--- src/logic/i2c_master_pkg.sv ---
package i2c_master_pkg;

	// Register byte offsets on the APB side
	localparam logic [4:0] OFS_DATA   = 5'h00;
	localparam logic [4:0] OFS_CTRL   = 5'h04;
	localparam logic [4:0] OFS_STATUS = 5'h08;
	localparam logic [4:0] OFS_RELOAD = 5'h0C;
	localparam logic [4:0] OFS_FLAGS  = 5'h10;

	// Second control register bit positions
	localparam int CTL_START   = 0;
	localparam int CTL_RSTART  = 1;
	localparam int CTL_RECV    = 3;
	localparam int CTL_ACKSEQ  = 4;
	localparam int CTL_ACKVAL  = 5;
	localparam int CTL_SLAVE_ACK_STATUS_BIT = 6;
	localparam int CTL_CMD_W   = 5;

	// Port status register bit positions
	localparam int STA_FULL  = 0;
	localparam int STA_START = 3;

	// Event flag register bit positions, write one to clear
	localparam int FLG_WRITE_COLLISION_FLAG = 0;
	localparam int FLG_OVF  = 1;
	localparam int FLG_PIF  = 2;
	localparam int FLG_BCL  = 3;

	// Widths, reset values and bit slot numbers
	localparam int          RELOAD_W     = 7;
	localparam int          RELOAD_RS_W  = 6;
	localparam logic [6:0]  RELOAD_RST   = 7'h00;
	localparam logic [3:0]  LAST_DATA    = 4'h7;
	localparam logic [3:0]  ACK_SLOT     = 4'h8;
	localparam logic [31:0] RDATA_RST    = 32'h0000_0000;

	// One bus sequence at a time
	typedef enum logic [3:0] {
		SQ_IDLE, SQ_ST_WAIT, SQ_ST_HOLD, SQ_RS_LOW, SQ_RS_RISE,
		SQ_RS_HIGH, SQ_RS_HOLD, SQ_TX_LOW, SQ_TX_HIGH, SQ_RX_LOW,
		SQ_RX_HIGH
	} seq_t;

	// Whole state of the master sequencer
	typedef struct packed {
		seq_t        seq;
		logic [6:0]  baud_counter;
		logic        run;
		logic [7:0]  shift;
		logic [3:0]  bits;
		logic [7:0]  buffer;
		logic [6:0]  reload;
		logic        start_enable_bit;
		logic        repeat_start_enable_bit;
		logic        receive_enable_bit;
		logic        ack_sequence_enable_bit;
		logic        ack_value_bit;
		logic        slave_ack_status_bit;
		logic        bf;
		logic        sdet;
		logic        write_collision_flag;
		logic        ovf;
		logic        pif;
		logic        bcl;
		logic        rx_mode;
		logic        scl_oe;
		logic        sda_oe;
		logic        scl_out;
		logic        sda_out;
		logic [1:0]  scl_sync;
		logic [1:0]  sda_sync;
		logic        pready;
		logic        pslverr;
		logic [31:0] prdata;
	} state_t;

endpackage : i2c_master_pkg

--- src/logic/i2c_master_sequencer.sv ---
// Register access over APB and the address map were decided locally.
`timescale 1ns/1ps
// Overview of operation
// - Baud reload value is the low seven bits of the reload register.
// - Baud counter decrements on each phase tick, stops at zero until reloaded.
// - Released SCL suspends counter until sampled high, then reloads and counts.
// - Start with both lines high reloads; at timeout drive SDA low, flag start.
// - After SDA low, reload; at timeout clear start bit, suspend counter.
// - Line low at start, or SCL low before SDA drop, is a collision.
// - Buffer write during start is dropped and sets write collision.
// - Low five command bits ignore writes until a start completes.
// - Repeat start from idle pulls SCL low, six-bit reload, releases SDA.
// - Repeat start needs both high one rollover, then SDA low one rollover.
// - Repeat start flags start at once, interrupt only after timeout.
// - Repeat start request is ignored while another event runs.
// - Repeat start collides on SDA low at SCL rise or early SCL fall.
// - Buffer write sets full flag, starts counter, shifts bits after SCL falls.
// - Eighth clock fall clears full flag and releases SDA for acknowledge.
// - Ninth clock fall samples SDA into the acknowledge status bit.
// - After ninth clock set interrupt, suspend counter, SCL low, SDA released.
// - Buffer write during transmit is dropped, sets write collision; software clears.
// - Receive enable is only accepted while the port is idle.
// - Receiving toggles SCL each rollover and shifts SDA into the shift register.
// - Eighth receive clock: clear enable, load buffer, set full and interrupt.
// - Reading the buffer after reception clears the full flag.
// - A byte completing while full flag is set raises receive overflow.
// - Buffer write during reception is dropped and sets write collision.
module i2c_master_sequencer
	import i2c_master_pkg::*;
#(
	parameter int ADDR_W = 5
) (
	input  wire logic              pclk,
	input  wire logic              presetn,
	input  wire logic              ce,
	input  wire logic              psel,
	input  wire logic              penable,
	input  wire logic              pwrite,
	input  wire logic [ADDR_W-1:0] paddr,
	input  wire logic [31:0]       pwdata,
	output logic      [31:0]       prdata,
	output logic                   pready,
	output logic                   pslverr,
	input  wire logic              scl_in,
	output logic                   scl_out,
	output logic                   scl_oe,
	input  wire logic              sda_in,
	output logic                   sda_out,
	output logic                   sda_oe
);
	import i2c_master_pkg::*;

	// Elaboration check: the decoder needs the full five-bit offset
	if (ADDR_W < 5) begin : g_addr_check
		$error("ADDR_W must cover the register map");
	end

	state_t cur;
	state_t next_cur;

	logic       scl_s;
	logic       sda_s;
	logic       tmo;
	logic       acc;
	logic       wr;
	logic       rd;
	logic [4:0] ofs;
	logic       busy_start;

	// True while a Start or Repeated Start still runs
	function automatic logic in_start(input seq_t s);
		return s inside {SQ_ST_WAIT, SQ_ST_HOLD, SQ_RS_LOW, SQ_RS_RISE,
			SQ_RS_HIGH, SQ_RS_HOLD};
	endfunction : in_start

	// True while a byte is shifted in either direction
	function automatic logic in_byte(input seq_t s);
		return s inside {SQ_TX_LOW, SQ_TX_HIGH, SQ_RX_LOW, SQ_RX_HIGH};
	endfunction : in_byte

	////////////////////////////////////////////////////////////////////
	// Decoded views of the state
	assign scl_s      = cur.scl_sync[1];
	assign sda_s      = cur.sda_sync[1];
	assign tmo        = cur.run && (cur.baud_counter == '0);
	assign acc        = psel && penable && cur.pready;
	assign wr         = acc && pwrite;
	assign rd         = acc && !pwrite;
	assign ofs        = paddr[4:0];
	assign busy_start = in_start(cur.seq);

	assign prdata  = cur.prdata;
	assign pready  = cur.pready;
	assign pslverr = cur.pslverr;
	assign scl_out = cur.scl_out;
	assign scl_oe  = cur.scl_oe;
	assign sda_out = cur.sda_out;
	assign sda_oe  = cur.sda_oe;

	////////////////////////////////////////////////////////////////////
	// Next state: bus slave, command decode and bus sequencer
	always_comb begin
		next_cur = cur;
		// Pins cross into pclk here; only stage 1 is read by logic
		next_cur.scl_sync = {cur.scl_sync[0], scl_in};
		next_cur.sda_sync = {cur.sda_sync[0], sda_in};

		// APB answers one cycle into the access phase
		next_cur.pready  = psel && penable && !cur.pready;
		next_cur.pslverr = 1'b0;
		if (psel && penable && !cur.pready) begin
			next_cur.prdata = '0;
			unique case (ofs)
				OFS_DATA:   next_cur.prdata[7:0] = cur.buffer;
				OFS_CTRL: begin
					next_cur.prdata[CTL_START]   = cur.start_enable_bit;
					next_cur.prdata[CTL_RSTART]  = cur.repeat_start_enable_bit;
					next_cur.prdata[CTL_RECV]    = cur.receive_enable_bit;
					next_cur.prdata[CTL_ACKSEQ]  = cur.ack_sequence_enable_bit;
					next_cur.prdata[CTL_ACKVAL]  = cur.ack_value_bit;
					next_cur.prdata[CTL_SLAVE_ACK_STATUS_BIT] = cur.slave_ack_status_bit;
				end
				OFS_STATUS: begin
					next_cur.prdata[STA_FULL]  = cur.bf;
					next_cur.prdata[STA_START] = cur.sdet;
				end
				OFS_RELOAD: next_cur.prdata[6:0] = cur.reload;
				OFS_FLAGS: begin
					next_cur.prdata[FLG_WRITE_COLLISION_FLAG] = cur.write_collision_flag;
					next_cur.prdata[FLG_OVF]  = cur.ovf;
					next_cur.prdata[FLG_PIF]  = cur.pif;
					next_cur.prdata[FLG_BCL]  = cur.bcl;
				end
				default:    next_cur.pslverr = 1'b1;
			endcase
			if (paddr[ADDR_W-1:0] != ADDR_W'(ofs))
				next_cur.pslverr = 1'b1;
		end

		// Software clears of sticky flags; hardware sets below win
		if (wr && ofs == OFS_FLAGS) begin
			if (pwdata[FLG_WRITE_COLLISION_FLAG])
				next_cur.write_collision_flag = 1'b0;
			if (pwdata[FLG_OVF])
				next_cur.ovf = 1'b0;
			if (pwdata[FLG_PIF])
				next_cur.pif = 1'b0;
			if (pwdata[FLG_BCL])
				next_cur.bcl = 1'b0;
		end
		if (wr && ofs == OFS_RELOAD)
			next_cur.reload = pwdata[RELOAD_W-1:0];
		if (rd && ofs == OFS_DATA && cur.rx_mode)
			next_cur.bf = 1'b0;

		if (cur.run && cur.baud_counter != '0)
			next_cur.baud_counter = 7'(cur.baud_counter - 7'h01);

		// Acknowledge value bit is always writable; acknowledge sequence bit only outside a start
		if (wr && ofs == OFS_CTRL) begin
			next_cur.ack_value_bit = pwdata[CTL_ACKVAL];
			if (!busy_start) begin
				next_cur.ack_sequence_enable_bit = pwdata[CTL_ACKSEQ];
			end
		end

		unique case (cur.seq)
			SQ_IDLE: begin
				if (wr && ofs == OFS_CTRL && pwdata[CTL_START]) begin
					next_cur.start_enable_bit = 1'b1;
					if (scl_s && sda_s) begin
						next_cur.seq = SQ_ST_WAIT;
						next_cur.baud_counter = cur.reload;
						next_cur.run = 1'b1;
					end else begin
						next_cur.start_enable_bit = 1'b0;
						next_cur.bcl = 1'b1;
					end
				end else if (wr && ofs == OFS_CTRL &&
						pwdata[CTL_RSTART]) begin
					next_cur.repeat_start_enable_bit   = 1'b1;
					next_cur.seq    = SQ_RS_LOW;
					next_cur.scl_oe = 1'b1;
					next_cur.run    = 1'b0;
				end else if (wr && ofs == OFS_CTRL &&
						pwdata[CTL_RECV]) begin
					next_cur.receive_enable_bit    = 1'b1;
					next_cur.rx_mode = 1'b1;
					next_cur.seq     = SQ_RX_LOW;
					next_cur.bits    = '0;
					next_cur.scl_oe  = 1'b1;
					next_cur.baud_counter     = cur.reload;
					next_cur.run     = 1'b1;
				end else if (wr && ofs == OFS_DATA) begin
					next_cur.buffer  = pwdata[7:0];
					next_cur.shift   = pwdata[7:0];
					next_cur.bf      = 1'b1;
					next_cur.rx_mode = 1'b0;
					next_cur.bits    = '0;
					next_cur.seq     = SQ_TX_LOW;
					next_cur.scl_oe  = 1'b1;
					next_cur.baud_counter     = cur.reload;
					next_cur.run     = 1'b1;
				end
			end
			SQ_ST_WAIT: begin
				if (!scl_s) begin
					next_cur.bcl = 1'b1;
					next_cur.start_enable_bit = 1'b0;
					next_cur.run = 1'b0;
					next_cur.seq = SQ_IDLE;
				end else if (tmo) begin
					if (sda_s) begin
						next_cur.sda_oe = 1'b1;
						next_cur.sdet   = 1'b1;
						next_cur.baud_counter    = cur.reload;
						next_cur.seq    = SQ_ST_HOLD;
					end else begin
						next_cur.bcl = 1'b1;
						next_cur.start_enable_bit = 1'b0;
						next_cur.run = 1'b0;
						next_cur.seq = SQ_IDLE;
					end
				end
			end
			SQ_ST_HOLD: begin
				if (tmo) begin
					next_cur.start_enable_bit = 1'b0;
					next_cur.run = 1'b0;
					next_cur.pif = 1'b1;
					next_cur.seq = SQ_IDLE;
				end
			end
			SQ_RS_LOW: begin
				// six-bit reload once SCL is low
				if (!cur.run && !scl_s) begin
					next_cur.baud_counter    = {1'b0, cur.reload[RELOAD_RS_W-1:0]};
					next_cur.run    = 1'b1;
					next_cur.sda_oe = 1'b0;
				end else if (tmo) begin
					next_cur.run = 1'b0;
					if (sda_s) begin
						next_cur.scl_oe = 1'b0;
						next_cur.seq    = SQ_RS_RISE;
					end else begin
						next_cur.bcl    = 1'b1;
						next_cur.repeat_start_enable_bit   = 1'b0;
						next_cur.scl_oe = 1'b0;
						next_cur.seq    = SQ_IDLE;
					end
				end
			end
			SQ_RS_RISE: begin
				if (scl_s) begin
					if (!sda_s) begin
						next_cur.bcl  = 1'b1;
						next_cur.repeat_start_enable_bit = 1'b0;
						next_cur.seq  = SQ_IDLE;
					end else begin
						next_cur.baud_counter = cur.reload;
						next_cur.run = 1'b1;
						next_cur.seq = SQ_RS_HIGH;
					end
				end
			end
			SQ_RS_HIGH: begin
				if (!scl_s) begin
					next_cur.bcl  = 1'b1;
					next_cur.repeat_start_enable_bit = 1'b0;
					next_cur.run  = 1'b0;
					next_cur.seq  = SQ_IDLE;
				end else if (tmo) begin
					next_cur.sda_oe = 1'b1;
					next_cur.sdet   = 1'b1;
					next_cur.baud_counter    = cur.reload;
					next_cur.seq    = SQ_RS_HOLD;
				end
			end
			SQ_RS_HOLD: begin
				if (tmo) begin
					next_cur.repeat_start_enable_bit = 1'b0;
					next_cur.run  = 1'b0;
					next_cur.pif  = 1'b1;
					next_cur.seq  = SQ_IDLE;
				end
			end
			SQ_TX_LOW: begin
				// bit moves only once SCL is seen low
				// SDA in this state never changes while SCL may still be high
				if (!scl_s && cur.bits != ACK_SLOT)
					next_cur.sda_oe = !cur.shift[7];
				// SCL low one rollover, then release
				if (tmo) begin
					next_cur.scl_oe = 1'b0;
					next_cur.run    = 1'b0;
					next_cur.seq    = SQ_TX_HIGH;
				end
			end
			SQ_TX_HIGH: begin
				// wait for SCL high, then reload
				if (!cur.run) begin
					if (scl_s) begin
						next_cur.baud_counter = cur.reload;
						next_cur.run = 1'b1;
					end
				end else if (tmo) begin
					next_cur.scl_oe = 1'b1;
					if (cur.bits == ACK_SLOT) begin
						next_cur.slave_ack_status_bit = sda_s;
						next_cur.pif    = 1'b1;
						next_cur.run    = 1'b0;
						next_cur.sda_oe = 1'b0;
						next_cur.seq    = SQ_IDLE;
					end else begin
						next_cur.bits  = 4'(cur.bits + 4'h1);
						next_cur.shift = {cur.shift[6:0], 1'b0};
						next_cur.baud_counter   = cur.reload;
						next_cur.seq   = SQ_TX_LOW;
						if (cur.bits == LAST_DATA) begin
							next_cur.bf     = 1'b0;
							next_cur.sda_oe = 1'b0;
						end
					end
				end
			end
			SQ_RX_LOW: begin
				// Hand SDA to the slave only once SCL is seen low
				if (!scl_s)
					next_cur.sda_oe = 1'b0;
				if (tmo) begin
					next_cur.scl_oe = 1'b0;
					next_cur.run    = 1'b0;
					next_cur.seq    = SQ_RX_HIGH;
				end
			end
			SQ_RX_HIGH: begin
				if (!cur.run) begin
					if (scl_s) begin
						next_cur.baud_counter = cur.reload;
						next_cur.run = 1'b1;
					end
				end else if (tmo) begin
					// shift SDA in, SCL low again
					next_cur.shift  = {cur.shift[6:0], sda_s};
					next_cur.scl_oe = 1'b1;
					next_cur.bits   = 4'(cur.bits + 4'h1);
					if (cur.bits == LAST_DATA) begin
						next_cur.receive_enable_bit   = 1'b0;
						next_cur.buffer = {cur.shift[6:0], sda_s};
						next_cur.bf     = 1'b1;
						next_cur.pif    = 1'b1;
						next_cur.run    = 1'b0;
						next_cur.seq    = SQ_IDLE;
						if (cur.bf)
							next_cur.ovf = 1'b1;
					end else begin
						next_cur.baud_counter = cur.reload;
						next_cur.seq = SQ_RX_LOW;
					end
				end
			end
			default: next_cur.seq = SQ_IDLE;
		endcase

		// also while a byte shifts in
		if (wr && ofs == OFS_DATA && cur.seq != SQ_IDLE)
			next_cur.write_collision_flag = 1'b1;
	end

	////////////////////////////////////////////////////////////////////
	// State register, frozen while ce is low
	always_ff @(posedge pclk or negedge presetn) begin
		if (!presetn) begin
			cur        <= '0;
			cur.seq    <= SQ_IDLE;
			cur.reload <= RELOAD_RST;
			cur.prdata <= RDATA_RST;
			cur.scl_sync <= 2'h3;
			cur.sda_sync <= 2'h3;
		end else if (ce) begin
			cur <= next_cur;
		end
	end
endmodule : i2c_master_sequencer

--- config.mk ---
export PLATFORM = sky130hd
export DESIGN_NAME = i2c_master_sequencer
export DESIGN_NICKNAME = d
export VERILOG_FILES = /design/src/logic/i2c_master_pkg.sv /design/src/logic/i2c_master_sequencer.sv
export SDC_FILE = /design/constraint.sdc
export NUM_CORES = 1
export LEC_CHECK = 0
export BUFFER_PORTS_ARGS = -buffer_cell sky130_fd_sc_hd__buf_2
export CAP_MARGIN = 20
export CELL_PAD_IN_SITES_DETAIL_PLACEMENT = 0
export CELL_PAD_IN_SITES_GLOBAL_PLACEMENT = 2
export CORE_MARGIN = 5
export CORE_UTILIZATION = 34
export DETAILED_ROUTE_END_ITERATION = 8
export PLACE_DENSITY = 0.79
export SYNTH_ARGS = -nofsm -noshare
export SYNTH_HDL_FRONTEND = slang
export SYNTH_SLANG_ARGS = --single-unit
--- constraint.sdc ---
create_clock -name pclk -period 3.1 [get_ports pclk]
set_input_delay 0.155 -clock pclk [delete_from_list [all_inputs] [get_ports pclk]]
set_output_delay 0.155 -clock pclk [all_outputs]
set_load 0.02 [all_outputs]
-- After elaboration in Yosys (flattened, before gate mapping)
Cells that the tools add are included.
W data, S select, Z words.
- add/sub/neg operators: 2
- equal/unequal tests: 56
- multiplexer cells: 143
- bitwise logic cells: 3
- reduce and logical (&&, ||, !) cells: 64
- operators with widths (operator ; number):
    $mux W12 ; 7
    $mux W1 ; 69
    $mux W32 ; 2
    $mux W20 ; 3
    $ne A2 B2 Y1 const B ; 29
    $mux W7 ; 8
    $mux W8 ; 7
    $mux W4 ; 13
    $pmux W7 S7 ; 1
    $pmux W4 S10 ; 1
    $pmux W12 S3 ; 1
    $reduce_and A9 Y1 ; 4
    $mux W33 ; 1
    $pmux W1 S5 ; 5
    $mux W24 ; 1
    $eq A4 B3 Y1 const B ; 5
    $logic_and A1 B1 Y1 ; 20
    $mux W2 ; 9
    $ne A3 B3 Y1 const B ; 6
    $eq A4 B4 Y1 const B ; 4
    $pmux W8 S2 ; 1
    $reduce_and A15 Y1 ; 1
    $reduce_and A13 Y1 ; 1
    $pmux W1 S3 ; 4
    40 further kinds ; 65
- bits in registers: 68
- input port bits: 45
- output and inout bits: 38
- word-level logic and storage cells: 295

-- Logic depth before layout (Yosys ltp)
Gate-level depths: netlist of the first run.
- depth after elaboration: 11
- gate-level depth with buffers: 11
- gate-level depth less buffers: 8

-- Worst setup path before layout of the first run
Ideal clock, no wire load.
- path kind: reg2reg
- from: register cur[83] (netlist name)
- to: register cur (netlist bit sda_oe)
- library setup time: 125 ps
- arrival time: 2198 ps
- setup slack: 778 ps
- cell stages (with the launch flop): 11
- buffers on the path: 3
- clock period less this slack: 2322 ps
- cell sequence: dfrtp_1 -> buf_2 -> inv_1 -> ha_1 -> nor4b_4 -> buf_6 -> and2_1 -> buf_2 -> o21ai_0 -> a211oi_1 -> mux2_2
- word-level cells in the longest chain between the ends: 4
- RTL lines (item ; RTL line ; source):
    start: declaration ; i2c_master_sequencer.sv:58 ; state_t cur;
    start signal: assignment ; i2c_master_sequencer.sv:381 ; cur <= next_cur;
    $logic_not A7 Y1 * ; i2c_master_sequencer.sv:85 ; assign tmo = cur.run && (cur.baud_counter == '0);
    $logic_and A1 B1 Y1 * ; i2c_master_sequencer.sv:85 ;
    $ne A2 B2 Y1 (no source line) ; n/a ;
    $reduce_and A13 Y1 (no source line) * ; n/a ;
Every way passes the cells marked *; elsewhere a longest branch is shown, timed or not.
A chain may end at the register's enable or synchronous reset.

-- Worst setup path after layout of the first run
- from: register cur[93] (netlist name)
- to: register cur[85] (netlist name)
- word-level cells in the longest chain between the ends: 2
- RTL lines (item ; RTL line ; source):
    $eq A4 B4 Y1, or another cell as far along ; i2c_master_sequencer.sv:167 ; unique case (cur.seq)
    $pmux W7 S7 * ; i2c_master_sequencer.sv:167 ;
Marked as above.

==> out/metrics.csv, run 1 <==
metric;value;unit
drive_gt1_share;18.1;%
gp_congestion;0.935;
slew_headroom;37.0;%
ir_worst_vdd;0.384;mV
grt_overflow_total;0;
grt_pass1_vias;4801;
critPathMaxStageDelay;650;ps
share_seq_of_total_power;42.7;%
initial_utilization;34.9;%
critical_path.endpoint_type;register;
core.rowCount;45;
run_status;finished clean;
placed_area;0.00562;mm²
p_leak;2.42;nW
cts_post_setup_buffers_inserted;0;
clock_sinks;68;
clk-insertion-delay-late;340;ps
antenna_left;0;
worst-endpoint-arrival;2850;ps
cts_buffers;9;
fp.dieH;135;µm
die_area;0.0183;mm²
fin_skew;7.90;ps
synth_seq_area_share;32.0;%
synth_ff_type;sky130_fd_sc_hd__dfrtp_1;
finish.instance_area;0.00593;mm²
power.density_cell_area;379;mW/mm²
path_cells;nor4b_2 -> and3_1 -> o21ai_1 -> nand4_2 -> mux2_4 -> a31oi_2;
power.internal;0.00161;W
wl_per_cell;20.1;µm
synth_async_reset_ratio;100;%
rsz0062_at_grt;false;
detailedRoute.firstPassIterationCount;5;
fin_crit_sh;83.7;%
floorplan.die.width;135;µm
clock_path_buffers;2;
yosys_warnings;0;
fin_util;38.7;%
cpMaxStageDelayCell;sky130_fd_sc_hd__nor4b_2;
htree_levels;3;
drt_iter0_drc;634;
critPathTopFamily;simple AND/OR/NAND/NOR gates;
timing_max_transition_violations_final;0;
syn_area;0.00534;mm²
tightest_hold_margin;48.9;ps
post-route-min-period;2590;ps
area_inside_the_core_boundary;0.0153;mm²
routed_via_density;5.68;
number_of_enable_type_register_cells_in_the_synthesized_netlist;0;
tightestPinTransition;945;ps
tritoncts_clock_tree;built;
route.detailed.drc;0;
post-layout-total-power;0.00225;W
p_comb_share;10.0;%
global_route.usage.total;19.4;%
cts.reportedPaths.clkPinSlew;60;ps
antennaDiodeCount;0;
num-nets-final;724;
clock_root_cell;sky130_fd_sc_hd__clkbuf_16;
synth.distinct_cells;79;
syn_area_per_cell;8.17;µm²
p_sw;0.000639;W
hold_path_class;input pin to register;
report.final.setup_viol;0;
detailroute.via_count;5063;
timing.critical_path.from_type;register;
critPathBufInv;0;
syn_to_final_growth;11.0;%
grt_pass1_wl;27700;µm
synthCells;654;
pin_count;83;
max-cap-violations;0;
drt_wl_total;17900;µm
maxClockFrequency;385;MHz
critical_path_peak_fanout;11;
power_switching_share;28.4;%
setup.worst_path.class;register to register;
ys_seq_elements;68;
timing.final.hold_violations;0;
power_frac_clock;47.3;%
fin_tns_setup;0;ps
grt_max_degree;69;
antenna_found_initial;0;
worst-endpoint-required;3360;ps
port-buffer-count;32;
place_hpwl;13300;µm
-- per-stage QoR --
step / setup WS [ps] / std cells
floorplan: 778 / 679
global placement: 555 / 874
detailed placement: 562 / 874
CTS: 551 / 891
global route: 377 / 891
finish: 505 / 891
-- path summary, 6_finish.rpt --
kind	depth (start not counted)	from	slack (ps)	to
worst min register to register	2	prdata[3]$_DFFE_PN0P_	470	prdata[3]$_DFFE_PN0P_
worst max register to register	6	cur[93]$_DFFE_PN0P_	510	cur[85]$_DFFE_PN0P_
worst max-delay path	6	cur[93]$_DFFE_PN0P_	510	cur[85]$_DFFE_PN0P_
worst min-delay path	2	scl_in	50	cur[36]$_DFFE_PN1P_
min in group asynchronous	2	presetn	450	cur[83]$_DFFE_PN0P_
max in group asynchronous	2	presetn	1990	cur[80]$_DFFE_PN0P_
-- power groups by stage --
stage	logic (W)	clock network [W]	registers [W]
global route	0.000248	0.00112	0.000963
CTS	0.000225	0.00108	0.000959
finish	0.000225	0.00106	0.000960
floorplan	0.000181	0	0.000949
global placement	0.000221	0	0.000975
detailed placement	0.000223	0	0.000974
-- logic make-up after synthesis --
logic type | after synthesis | synth area share, %
flops | 68 | 32.0
mux | 26 | 5.39
xor+xnor | 2 | 0.328
fa+ha+maj | 4 | 0.937
compound gates | 217 | 27.4
other cells | 1 | 0.0702
simple gates | 241 | 23.9
buf+inv | 95 | 9.96
-- cells in the mapped netlist (7+ instances only) --
cell / number / area [µm²]
sky130_fd_sc_hd__a21oi_1: 36 / 180
sky130_fd_sc_hd__a221oi_1: 7 / 61.3
sky130_fd_sc_hd__a22oi_1: 15 / 113
sky130_fd_sc_hd__a31oi_1: 8 / 50.1
sky130_fd_sc_hd__a32oi_1: 11 / 96.3
sky130_fd_sc_hd__and2_1: 10 / 62.6
sky130_fd_sc_hd__buf_2: 14 / 70.1
sky130_fd_sc_hd__buf_4: 38 / 285
sky130_fd_sc_hd__clkbuf_1: 24 / 90.1
sky130_fd_sc_hd__dfrtp_1: 64 / 1600
sky130_fd_sc_hd__inv_1: 17 / 63.8
sky130_fd_sc_hd__mux2_2: 18 / 203
sky130_fd_sc_hd__mux2i_1: 7 / 70.1
sky130_fd_sc_hd__nand2_1: 77 / 289
sky130_fd_sc_hd__nand3_1: 23 / 115
sky130_fd_sc_hd__nand4_1: 7 / 43.8
sky130_fd_sc_hd__nor2_1: 58 / 218
sky130_fd_sc_hd__nor2b_1: 8 / 50.1
sky130_fd_sc_hd__nor3_1: 11 / 55.1
sky130_fd_sc_hd__o21ai_0: 62 / 310
-- worst register-to-register path, cell delays in order (launching register included) --
cell and delay, ps:
sky130_fd_sc_hd__dfrtp_1 550, sky130_fd_sc_hd__nor4b_2 650, sky130_fd_sc_hd__and3_1 460, sky130_fd_sc_hd__o21ai_1 220, sky130_fd_sc_hd__nand4_2 170, sky130_fd_sc_hd__mux2_4 320, sky130_fd_sc_hd__a31oi_2 150
-- cell usage in the layout, fill, tap and decap left out, types with 5 or more instances in the layout --
cell and n:
sky130_fd_sc_hd__mux2_2 18, sky130_fd_sc_hd__a32oi_1 11, sky130_fd_sc_hd__a211oi_1 6, sky130_fd_sc_hd__and2_1 10, sky130_fd_sc_hd__nand3_1 23, sky130_fd_sc_hd__conb_1 26
sky130_fd_sc_hd__a31oi_1 8, sky130_fd_sc_hd__inv_1 17, sky130_fd_sc_hd__nor3_1 11, sky130_fd_sc_hd__a221oi_1 7, sky130_fd_sc_hd__buf_4 31, sky130_fd_sc_hd__o221ai_1 5
sky130_fd_sc_hd__o22ai_1 5, sky130_fd_sc_hd__nor2b_1 8, sky130_fd_sc_hd__a22oi_1 15, sky130_fd_sc_hd__and3_1 6, sky130_fd_sc_hd__a21oi_1 36, sky130_fd_sc_hd__buf_2 31
sky130_fd_sc_hd__clkbuf_16 9, sky130_fd_sc_hd__mux2i_1 7, sky130_fd_sc_hd__o21ai_0 62, sky130_fd_sc_hd__dfrtp_1 64, sky130_fd_sc_hd__nand4_1 7, sky130_fd_sc_hd__nand2_1 77
sky130_fd_sc_hd__nor2_1 58, sky130_fd_sc_hd__a21o_1 5, sky130_fd_sc_hd__a21boi_0 6
-- layout make-up --
class / count / area (µm²)
clock buffer: 9 / 225
clock inverter: 7 / 75.1
fill: 1603 / 9390
inverter: 17 / 63.8
multi-input combinational: 516 / 3200
sequential: 68 / 1710
tap: 211 / 264
timing repair buffer: 63 / 398
-- registers in the layout (all words and copies together), names as in the netlist --
register / cells
prdata: 8
sda_oe: 1
scl_oe: 1
pslverr: 1
pready: 1
cur: 56
-- repair_timing --
item | in CTS | in global routing
endpoints found under the hold margin | 9 | 0
hold buffers | 1 | 0
gates resized for setup | 0 | 0
-- routing by layer --
| metal | track usage [%] | vias to the layer above | wire length [µm] |
|---|---|---|---|
| met4 | 5.49 | 0 | 340 |
| met2 | 28.8 | 206 | 7890 |
| met5 | 0 | - | 0 |
| met1 | 28.3 | 2402 | 8420 |
| li1 | - | 2425 | - |
| met3 | 4.05 | 30 | 1240 |
(Power assumes the default switching activity.)
==> inputs of run 2 (changes only) <==
--- a/config.mk
+++ b/config.mk
@@ -5,14 +5,15 @@
 export SDC_FILE = /design/constraint.sdc
 export NUM_CORES = 1
 export LEC_CHECK = 0
+export ABC_AREA = 1
 export BUFFER_PORTS_ARGS = -buffer_cell sky130_fd_sc_hd__buf_2
 export CAP_MARGIN = 20
 export CELL_PAD_IN_SITES_DETAIL_PLACEMENT = 0
 export CELL_PAD_IN_SITES_GLOBAL_PLACEMENT = 2
 export CORE_MARGIN = 5
-export CORE_UTILIZATION = 34
+export CORE_UTILIZATION = 32
 export DETAILED_ROUTE_END_ITERATION = 8
-export PLACE_DENSITY = 0.79
+export PLACE_DENSITY = 0.8
 export SYNTH_ARGS = -nofsm -noshare
 export SYNTH_HDL_FRONTEND = slang
 export SYNTH_SLANG_ARGS = --single-unit
==> constraint.sdc (replaced) <==
create_clock -name pclk -period 2.6 [get_ports pclk]
set_input_delay 0.13 -clock pclk [delete_from_list [all_inputs] [get_ports pclk]]
set_output_delay 0.13 -clock pclk [all_outputs]
set_load 0.02 [all_outputs]
==> out/metrics.csv, run 2 <==
metric;value;unit
grt_pass1_wl;29300;µm
registers.top_by_ff_count;cur;
drive_gt1_share;14.4;%
worst-endpoint-required;2820;ps
p_leak;2.91;nW
setup.worst_path.class;register to register;
report.final.setup_viol;0;
synth_seq_area_share;32.2;%
route.detailed.drc;0;
drt_wl_total;18400;µm
place_hpwl;14400;µm
max-cap-violations;0;
number_of_enable_type_register_cells_in_the_synthesized_netlist;0;
placement.setup.worst_slack;274;ps
fp.dieH;139;µm
timing_max_transition_violations_final;0;
cts_buffers;9;
htree_levels;3;
area_taken_by_flip_flops_and_latches;0.00171;mm²
pin_count;83;
slew_headroom;41.1;%
timing.final.hold_violations;0;
synth_async_reset_ratio;100;%
rsz0062_at_grt;false;
fin_tns_setup;0;ps
multi_input_comb_area;0.00291;mm²
critical_path_peak_fanout;8;
final_cells;1060;
ir_worst_vdd;0.307;mV
detailedRoute.firstPassIterationCount;5;
global_route.usage.total;19.3;%
grt_max_degree;38;
worst-endpoint-arrival;2570;ps
run_status;finished clean;
post-synth-top-area-fraction;30.2;%
post-route-min-period;2350;ps
num-nets-final;884;
antenna_found_initial;0;
clock_root_cell;sky130_fd_sc_hd__clkbuf_16;
area_inside_the_core_boundary;0.0164;mm²
timing.critical_path.from_type;register;
fin_crit_sh;90.4;%
core.rowCount;47;
floorplan.die.width;139;µm
gp_congestion;0.972;
yosysMostFrequentCell;sky130_fd_sc_hd__nand2_1;
critical_path.endpoint_type;register;
fin_util;36.4;%
drt_iter0_drc;478;
synth_ff_type;sky130_fd_sc_hd__dfrtp_1;
tightestPinTransition;883;ps
antennaDiodeCount;0;
synthCells;795;
synth.area.top_cells;sky130_fd_sc_hd__dfrtp_1 30%, sky130_fd_sc_hd__nand2_1 14%, sky130_fd_sc_hd__inv_1 7.0%;
grt_overflow_total;0;
fillCellCount;1822;
initial_utilization;32.3;%
clk-insertion-delay-late;340;ps
clock_path_buffers;2;
wl_per_cell;17.3;µm
layout.cells.most_common_list;201 x sky130_fd_sc_hd__nand2_1, 99 x sky130_fd_sc_hd__inv_1, 74 x sky130_fd_sc_hd__o21ai_0, 64 x sky130_fd_sc_hd__dfrtp_1, 61 x sky130_fd_sc_hd__nor2_1;
synth.distinct_cells;53;
setup_ws;249;ps
fin_skew;11.2;ps
grt_pass1_vias;5111;
cell_taking_the_most_area_after_synthesis;sky130_fd_sc_hd__dfrtp_1;
placed_cells_incl_taps;1039;
cts.reportedPaths.clkPinSlew;60;ps
yosys-top-cells-count;202 x sky130_fd_sc_hd__nand2_1, 99 x sky130_fd_sc_hd__inv_1, 74 x sky130_fd_sc_hd__o21ai_0;
maxClockFrequency;425;MHz
syn_to_final_growth;12.7;%
power.density_cell_area;504;mW/mm²
detailroute.via_count;5377;
biggestRegsByFlops;cur x56, prdata x8;
tritoncts_clock_tree;built;
port-buffer-count;32;
clock_sinks;68;
die_area;0.0192;mm²
hold_path_class;input pin to register;
ys_seq_elements;68;
antenna_left;0;
yosys_warnings;0;
routed_via_density;5.07;
layout.cells.most_common;sky130_fd_sc_hd__nand2_1;
syn_area;0.00530;mm²
largest_register_ff_count;56;
syn_area_per_cell;6.67;µm²
run 2: cell types whose count changed in the layout (fill, tap and decap cells not counted), moves of 10 or more:
cell                      change
sky130_fd_sc_hd__and2_1      -10
sky130_fd_sc_hd__inv_1       +82
sky130_fd_sc_hd__nor3_1      +15
sky130_fd_sc_hd__buf_4       -10
sky130_fd_sc_hd__mux2_2      -16
sky130_fd_sc_hd__a32oi_1     -11
sky130_fd_sc_hd__nand2_1    +124
sky130_fd_sc_hd__inv_2       +10
sky130_fd_sc_hd__a22oi_1     -14
sky130_fd_sc_hd__o21ai_0     +12
sky130_fd_sc_hd__nand3_1     +20
run 2: cell type report:
cell class / instances / area share [%]
Clock buffer: 13 / 4.36
Clock inverter: 3 / 0.356
Inverter: 115 / 7.27
Multi-Input combinational cell: 584 / 48.7
Sequential cell: 68 / 28.6
Tap cell: 220 / 4.61
Timing Repair Buffer: 57 / 6.16
run 2: worst max-delay path: stages (launching register included):
cell,delay (ps)
sky130_fd_sc_hd__dfrtp_1,400
sky130_fd_sc_hd__inv_1,100
sky130_fd_sc_hd__ha_1,190
sky130_fd_sc_hd__inv_1,40
sky130_fd_sc_hd__nor2_1,170
sky130_fd_sc_hd__nand3_2,170
sky130_fd_sc_hd__nor2_4,140
sky130_fd_sc_hd__buf_4,190
sky130_fd_sc_hd__a21oi_1,80
sky130_fd_sc_hd__nor4_2,360
sky130_fd_sc_hd__nand3b_2,220
sky130_fd_sc_hd__nand2_1,100
sky130_fd_sc_hd__o21ai_1,60
run 2: timing repair:
| action | 4_1_cts | 5_1_grt |
|---|---|---|
| endpoints found under the setup margin | 0 | 3 |
| hold buffers | 3 | 0 |
| buffers inserted | 0 | 2 |
| hold endpoints to repair | 29 | 0 |
| resized for setup | 0 | 1 |
run 2: cell families (layout without fill, tap and decap cells):
logic type                 count (synthesis)  in the layout  synth area share [%]
and+or+nand+nor                          380            380                  32.7
AOI/OAI and AO/OA                        169            169                  18.3
buffers and inverters                    168            188                  14.8
DFF                                       68             68                  32.2
adders and majority gates                  4              4                 0.944
xor gates and xnor gates                   3              3                 0.496
muxes                                      2              2                 0.425
other                                      1             26                0.0708
run 2: path summary, 6_finish.rpt:
path / slack, ps / end / cells after the start / from
max: 250 / cur[90]$_DFFE_PN0P_ / 12 / cur[84]$_DFFE_PN0P_
min: 140 / pready$_DFFE_PN0P_ / 2 / ce
max reg2reg: 250 / cur[90]$_DFFE_PN0P_ / 12 / cur[84]$_DFFE_PN0P_
min reg2reg: 470 / cur[36]$_DFFE_PN1P_ / 2 / cur[36]$_DFFE_PN1P_
max in group asynchronous: 1460 / cur[42]$_DFFE_PN0P_ / 3 / presetn
min in group asynchronous: 450 / prdata[1]$_DFFE_PN0P_ / 2 / presetn
run 2: routing by layer:
layer	vias to the layer above	GRT usage, %	part of all wire (%)	wire length, µm
met5	-	0	0	0
met4	0	5.15	1.6	295
met3	21	3.21	4.7	872
met2	153	28.8	44	8030
met1	2577	28.9	50	9190
li1	2626	-	-	-
run 2: through the flow:
step           total power, W  cell area (µm²)  hold WS [ps]
3_5_place_dp          0.00185             5640           298
5_1_grt               0.00319             5970           122
6_report              0.00301             5970           137
4_1_cts               0.00305             5950           115
2_1_floorplan         0.00168             5390          -166
3_3_place_gp          0.00183             5640           296
run 2: power by group:
part           switching (W)  internal [W]
clock network       0.000478      0.000699
registers          0.0000951       0.00114
logic               0.000416      0.000184
total               0.000989       0.00202
==> inputs of run 3 (changes only) <==
--- a/config.mk
+++ b/config.mk
@@ -6,12 +6,14 @@
 export NUM_CORES = 1
 export LEC_CHECK = 0
 export ABC_AREA = 1
+export ABC_CLOCK_PERIOD_IN_PS = 2600
 export BUFFER_PORTS_ARGS = -buffer_cell sky130_fd_sc_hd__buf_2
 export CAP_MARGIN = 20
 export CELL_PAD_IN_SITES_DETAIL_PLACEMENT = 0
 export CELL_PAD_IN_SITES_GLOBAL_PLACEMENT = 2
 export CORE_MARGIN = 5
 export CORE_UTILIZATION = 32
+export CTS_BUF_LIST = sky130_fd_sc_hd__clkbuf_4
 export DETAILED_ROUTE_END_ITERATION = 8
 export PLACE_DENSITY = 0.8
 export SYNTH_ARGS = -nofsm -noshare
==> constraint.sdc (replaced) <==
create_clock -name pclk -period 2.6 [get_ports pclk]
set_input_delay 0.13 -clock pclk [delete_from_list [all_inputs] [get_ports pclk]]
set_output_delay 0.13 -clock pclk [all_outputs]
set_load 0.005 [all_outputs]
==> out/metrics.csv, run 3 (synthesis gave the netlist of run 2 again) <==
metric;value;unit
path_cells;nor2_2 -> nand2_1 -> nand2_1 -> inv_2 -> nand2_1 -> nand2_1 -> nor2_1 -> nand3_2 -> a21oi_1 -> nand3_1 -> nand2_1 -> inv_1;
critical_path.endpoint_type;register;
syn_to_final_growth;9.80;%
initial_utilization;32.3;%
power_switching_share;36.9;%
share_seq_of_total_power;50.6;%
power_frac_clock;26.1;%
tightestPinTransition;881;ps
clock_sinks;68;
wl_per_cell;17.3;µm
p_comb_share;23.2;%
gp_congestion;0.972;
layout.cells.most_common;sky130_fd_sc_hd__nand2_1;
rsz0062_at_grt;false;
registers.top_by_ff_count;cur;
pin_count;83;
layout.cells.most_common_list;202 x sky130_fd_sc_hd__nand2_1, 99 x sky130_fd_sc_hd__inv_1, 74 x sky130_fd_sc_hd__o21ai_0, 64 x sky130_fd_sc_hd__dfrtp_1, 61 x sky130_fd_sc_hd__nor2_1;
setup.worst_path.class;register to register;
critPathMaxStageDelay;510;ps
floorplan.die.width;139;µm
grt_overflow_total;0;
clock_path_buffers;2;
fin_skew;22.4;ps
detailedRoute.firstPassIterationCount;7;
max-cap-violations;0;
setup_ws;262;ps
num-nets-final;884;
final_cells;1062;
area_inside_the_core_boundary;0.0164;mm²
timing.critical_path.from_type;register;
cts.reportedPaths.clkPinSlew;130;ps
report.final.setup_viol;0;
hold_path_class;input pin to register;
p_leak;2.84;nW
global_route.usage.total;19.3;%
cts_buffers;9;
core.rowCount;47;
worst-endpoint-required;2980;ps
timing.critical_path.depth;12;
grt_max_degree;38;
slew_headroom;41.3;%
min_delay_path_depth;3;
worst-endpoint-arrival;2720;ps
timing_max_transition_violations_final;0;
critical_path_peak_fanout;8;
ir_worst_vdd;0.243;mV
fin_tns_setup;0;ps
critPathTopFamily;simple AND/OR/NAND/NOR gates;
r2r.worst_path.cells;12;
p_sw;0.000899;W
antenna_found_initial;1;
placement.setup.worst_slack;274;ps
critPathBufInv;2;
post-route-min-period;2340;ps
fin_util;35.5;%
placed_cells_incl_taps;1039;
fin_crit_sh;89.9;%
tritoncts_clock_tree;built;
drt_iter0_drc;377;
clock_root_cell;sky130_fd_sc_hd__clkbuf_4;
run_status;finished clean;
largest_register_ff_count;56;
antenna_left;0;
grt_pass1_wl;29300;µm
clk-insertion-delay-late;470;ps
place_hpwl;14400;µm
detailroute.via_count;5413;
power.internal;0.00153;W
grt_pass1_vias;5098;
cpMaxStageDelayCell;sky130_fd_sc_hd__dfrtp_1;
htree_levels;3;
timing.final.hold_violations;0;
die_area;0.0192;mm²
biggestRegsByFlops;cur x56, prdata x8;
power.density_cell_area;418;mW/mm²
drt_wl_total;18400;µm
routed_via_density;5.10;
maxClockFrequency;428;MHz
port-buffer-count;32;
fp.dieH;139;µm
route.detailed.drc;0;
drive_gt1_share;14.2;%
path_common_cell;sky130_fd_sc_hd__nand2_1;
[run 3: cell types whose count changed in the layout (fill, tap and decap cells not counted)]
| cell | before | now |
|---|---|---|
| sky130_fd_sc_hd__clkinv_1 | 5 | 7 |
| sky130_fd_sc_hd__buf_4 | 21 | 19 |
| sky130_fd_sc_hd__nand2_1 | 201 | 202 |
| sky130_fd_sc_hd__buf_12 | 1 | 2 |
| sky130_fd_sc_hd__diode_2 | 0 | 2 |
| sky130_fd_sc_hd__dlygate4sd3_1 | 3 | 4 |
| sky130_fd_sc_hd__clkbuf_1 | 2 | 0 |
| sky130_fd_sc_hd__clkbuf_4 | 0 | 11 |
| sky130_fd_sc_hd__clkbuf_16 | 9 | 0 |
| sky130_fd_sc_hd__clkbuf_8 | 2 | 0 |
| sky130_fd_sc_hd__nand2_2 | 9 | 8 |
[run 3: final timing paths]
path,startpoint,slack [ps],endpoint
setup / recovery,cur[90]$_DFFE_PN0P_,260,cur[86]$_DFFE_PN0P_
hold / removal,pwdata[6],40,cur[61]$_DFFE_PN0P_
setup reg to reg,cur[90]$_DFFE_PN0P_,260,cur[86]$_DFFE_PN0P_
hold reg to reg,cur[36]$_DFFE_PN1P_,480,cur[36]$_DFFE_PN1P_
max in group asynchronous,presetn,1580,cur[48]$_DFFE_PN0P_
min in group asynchronous,presetn,300,cur[55]$_DFFE_PN0P_
[run 3: stage by stage]
stage | hold slack (ps) | instance area (µm²) | power, W
floorplan | -166 | 5390 | 0.00164
global placement | 296 | 5640 | 0.00180
detailed placement | 298 | 5640 | 0.00181
CTS | 1.98 | 5790 | 0.00247
global route | 37.0 | 5820 | 0.00261
finish | 41.0 | 5820 | 0.00243
[run 3: worst reg2reg max path: cells and delay by family (launching register included)]
| family | cells | cell delay [ps] |
|---|---|---|
| AND/OR/NAND/NOR | 9 | 1480 |
| flip-flops | 1 | 510 |
| AO/OA/AOI/OAI | 1 | 180 |
| buffers and inverters | 2 | 100 |
[run 3: cell type report]
class / instances / area (µm²)
fill: 1836 / 10600
clock buffer: 11 / 82.6
inverter: 115 / 434
multi-input combinational: 584 / 2900
timing repair buffer: 57 / 383
clock inverter: 5 / 28.8
sequential: 68 / 1710
tap: 220 / 275
antenna: 2 / 5.00
[run 3: what timing repair did]
item | in CTS | in global routing
setup buffers | 0 | 1
resized for setup | 0 | 0
hold buffers | 4 | 0
setup endpoints to repair | 0 | 4
hold endpoints to repair | 31 | 0
[run 3: layer usage]
| metal | global-route usage [%] | vias to the layer above | part of all wire, % | wire [µm] |
|---|---|---|---|---|
| met2 | 28.6 | 201 | 44 | 8080 |
| li1 | - | 2632 | - | - |
| met1 | 29.0 | 2556 | 48 | 8880 |
| met5 | 0 | - | 0 | 0 |
| met3 | 3.83 | 24 | 6.2 | 1150 |
| met4 | 4.27 | 0 | 1.6 | 295 |
[run 3: power by group through the flow]
stage | Combinational, W | Clock, W | Sequential, W
floorplan | 0.000423 | 0 | 0.00122
global placement | 0.000550 | 0 | 0.00125
detailed placement | 0.000558 | 0 | 0.00125
CTS | 0.000567 | 0.000675 | 0.00123
global route | 0.000652 | 0.000710 | 0.00125
finish | 0.000565 | 0.000636 | 0.00123
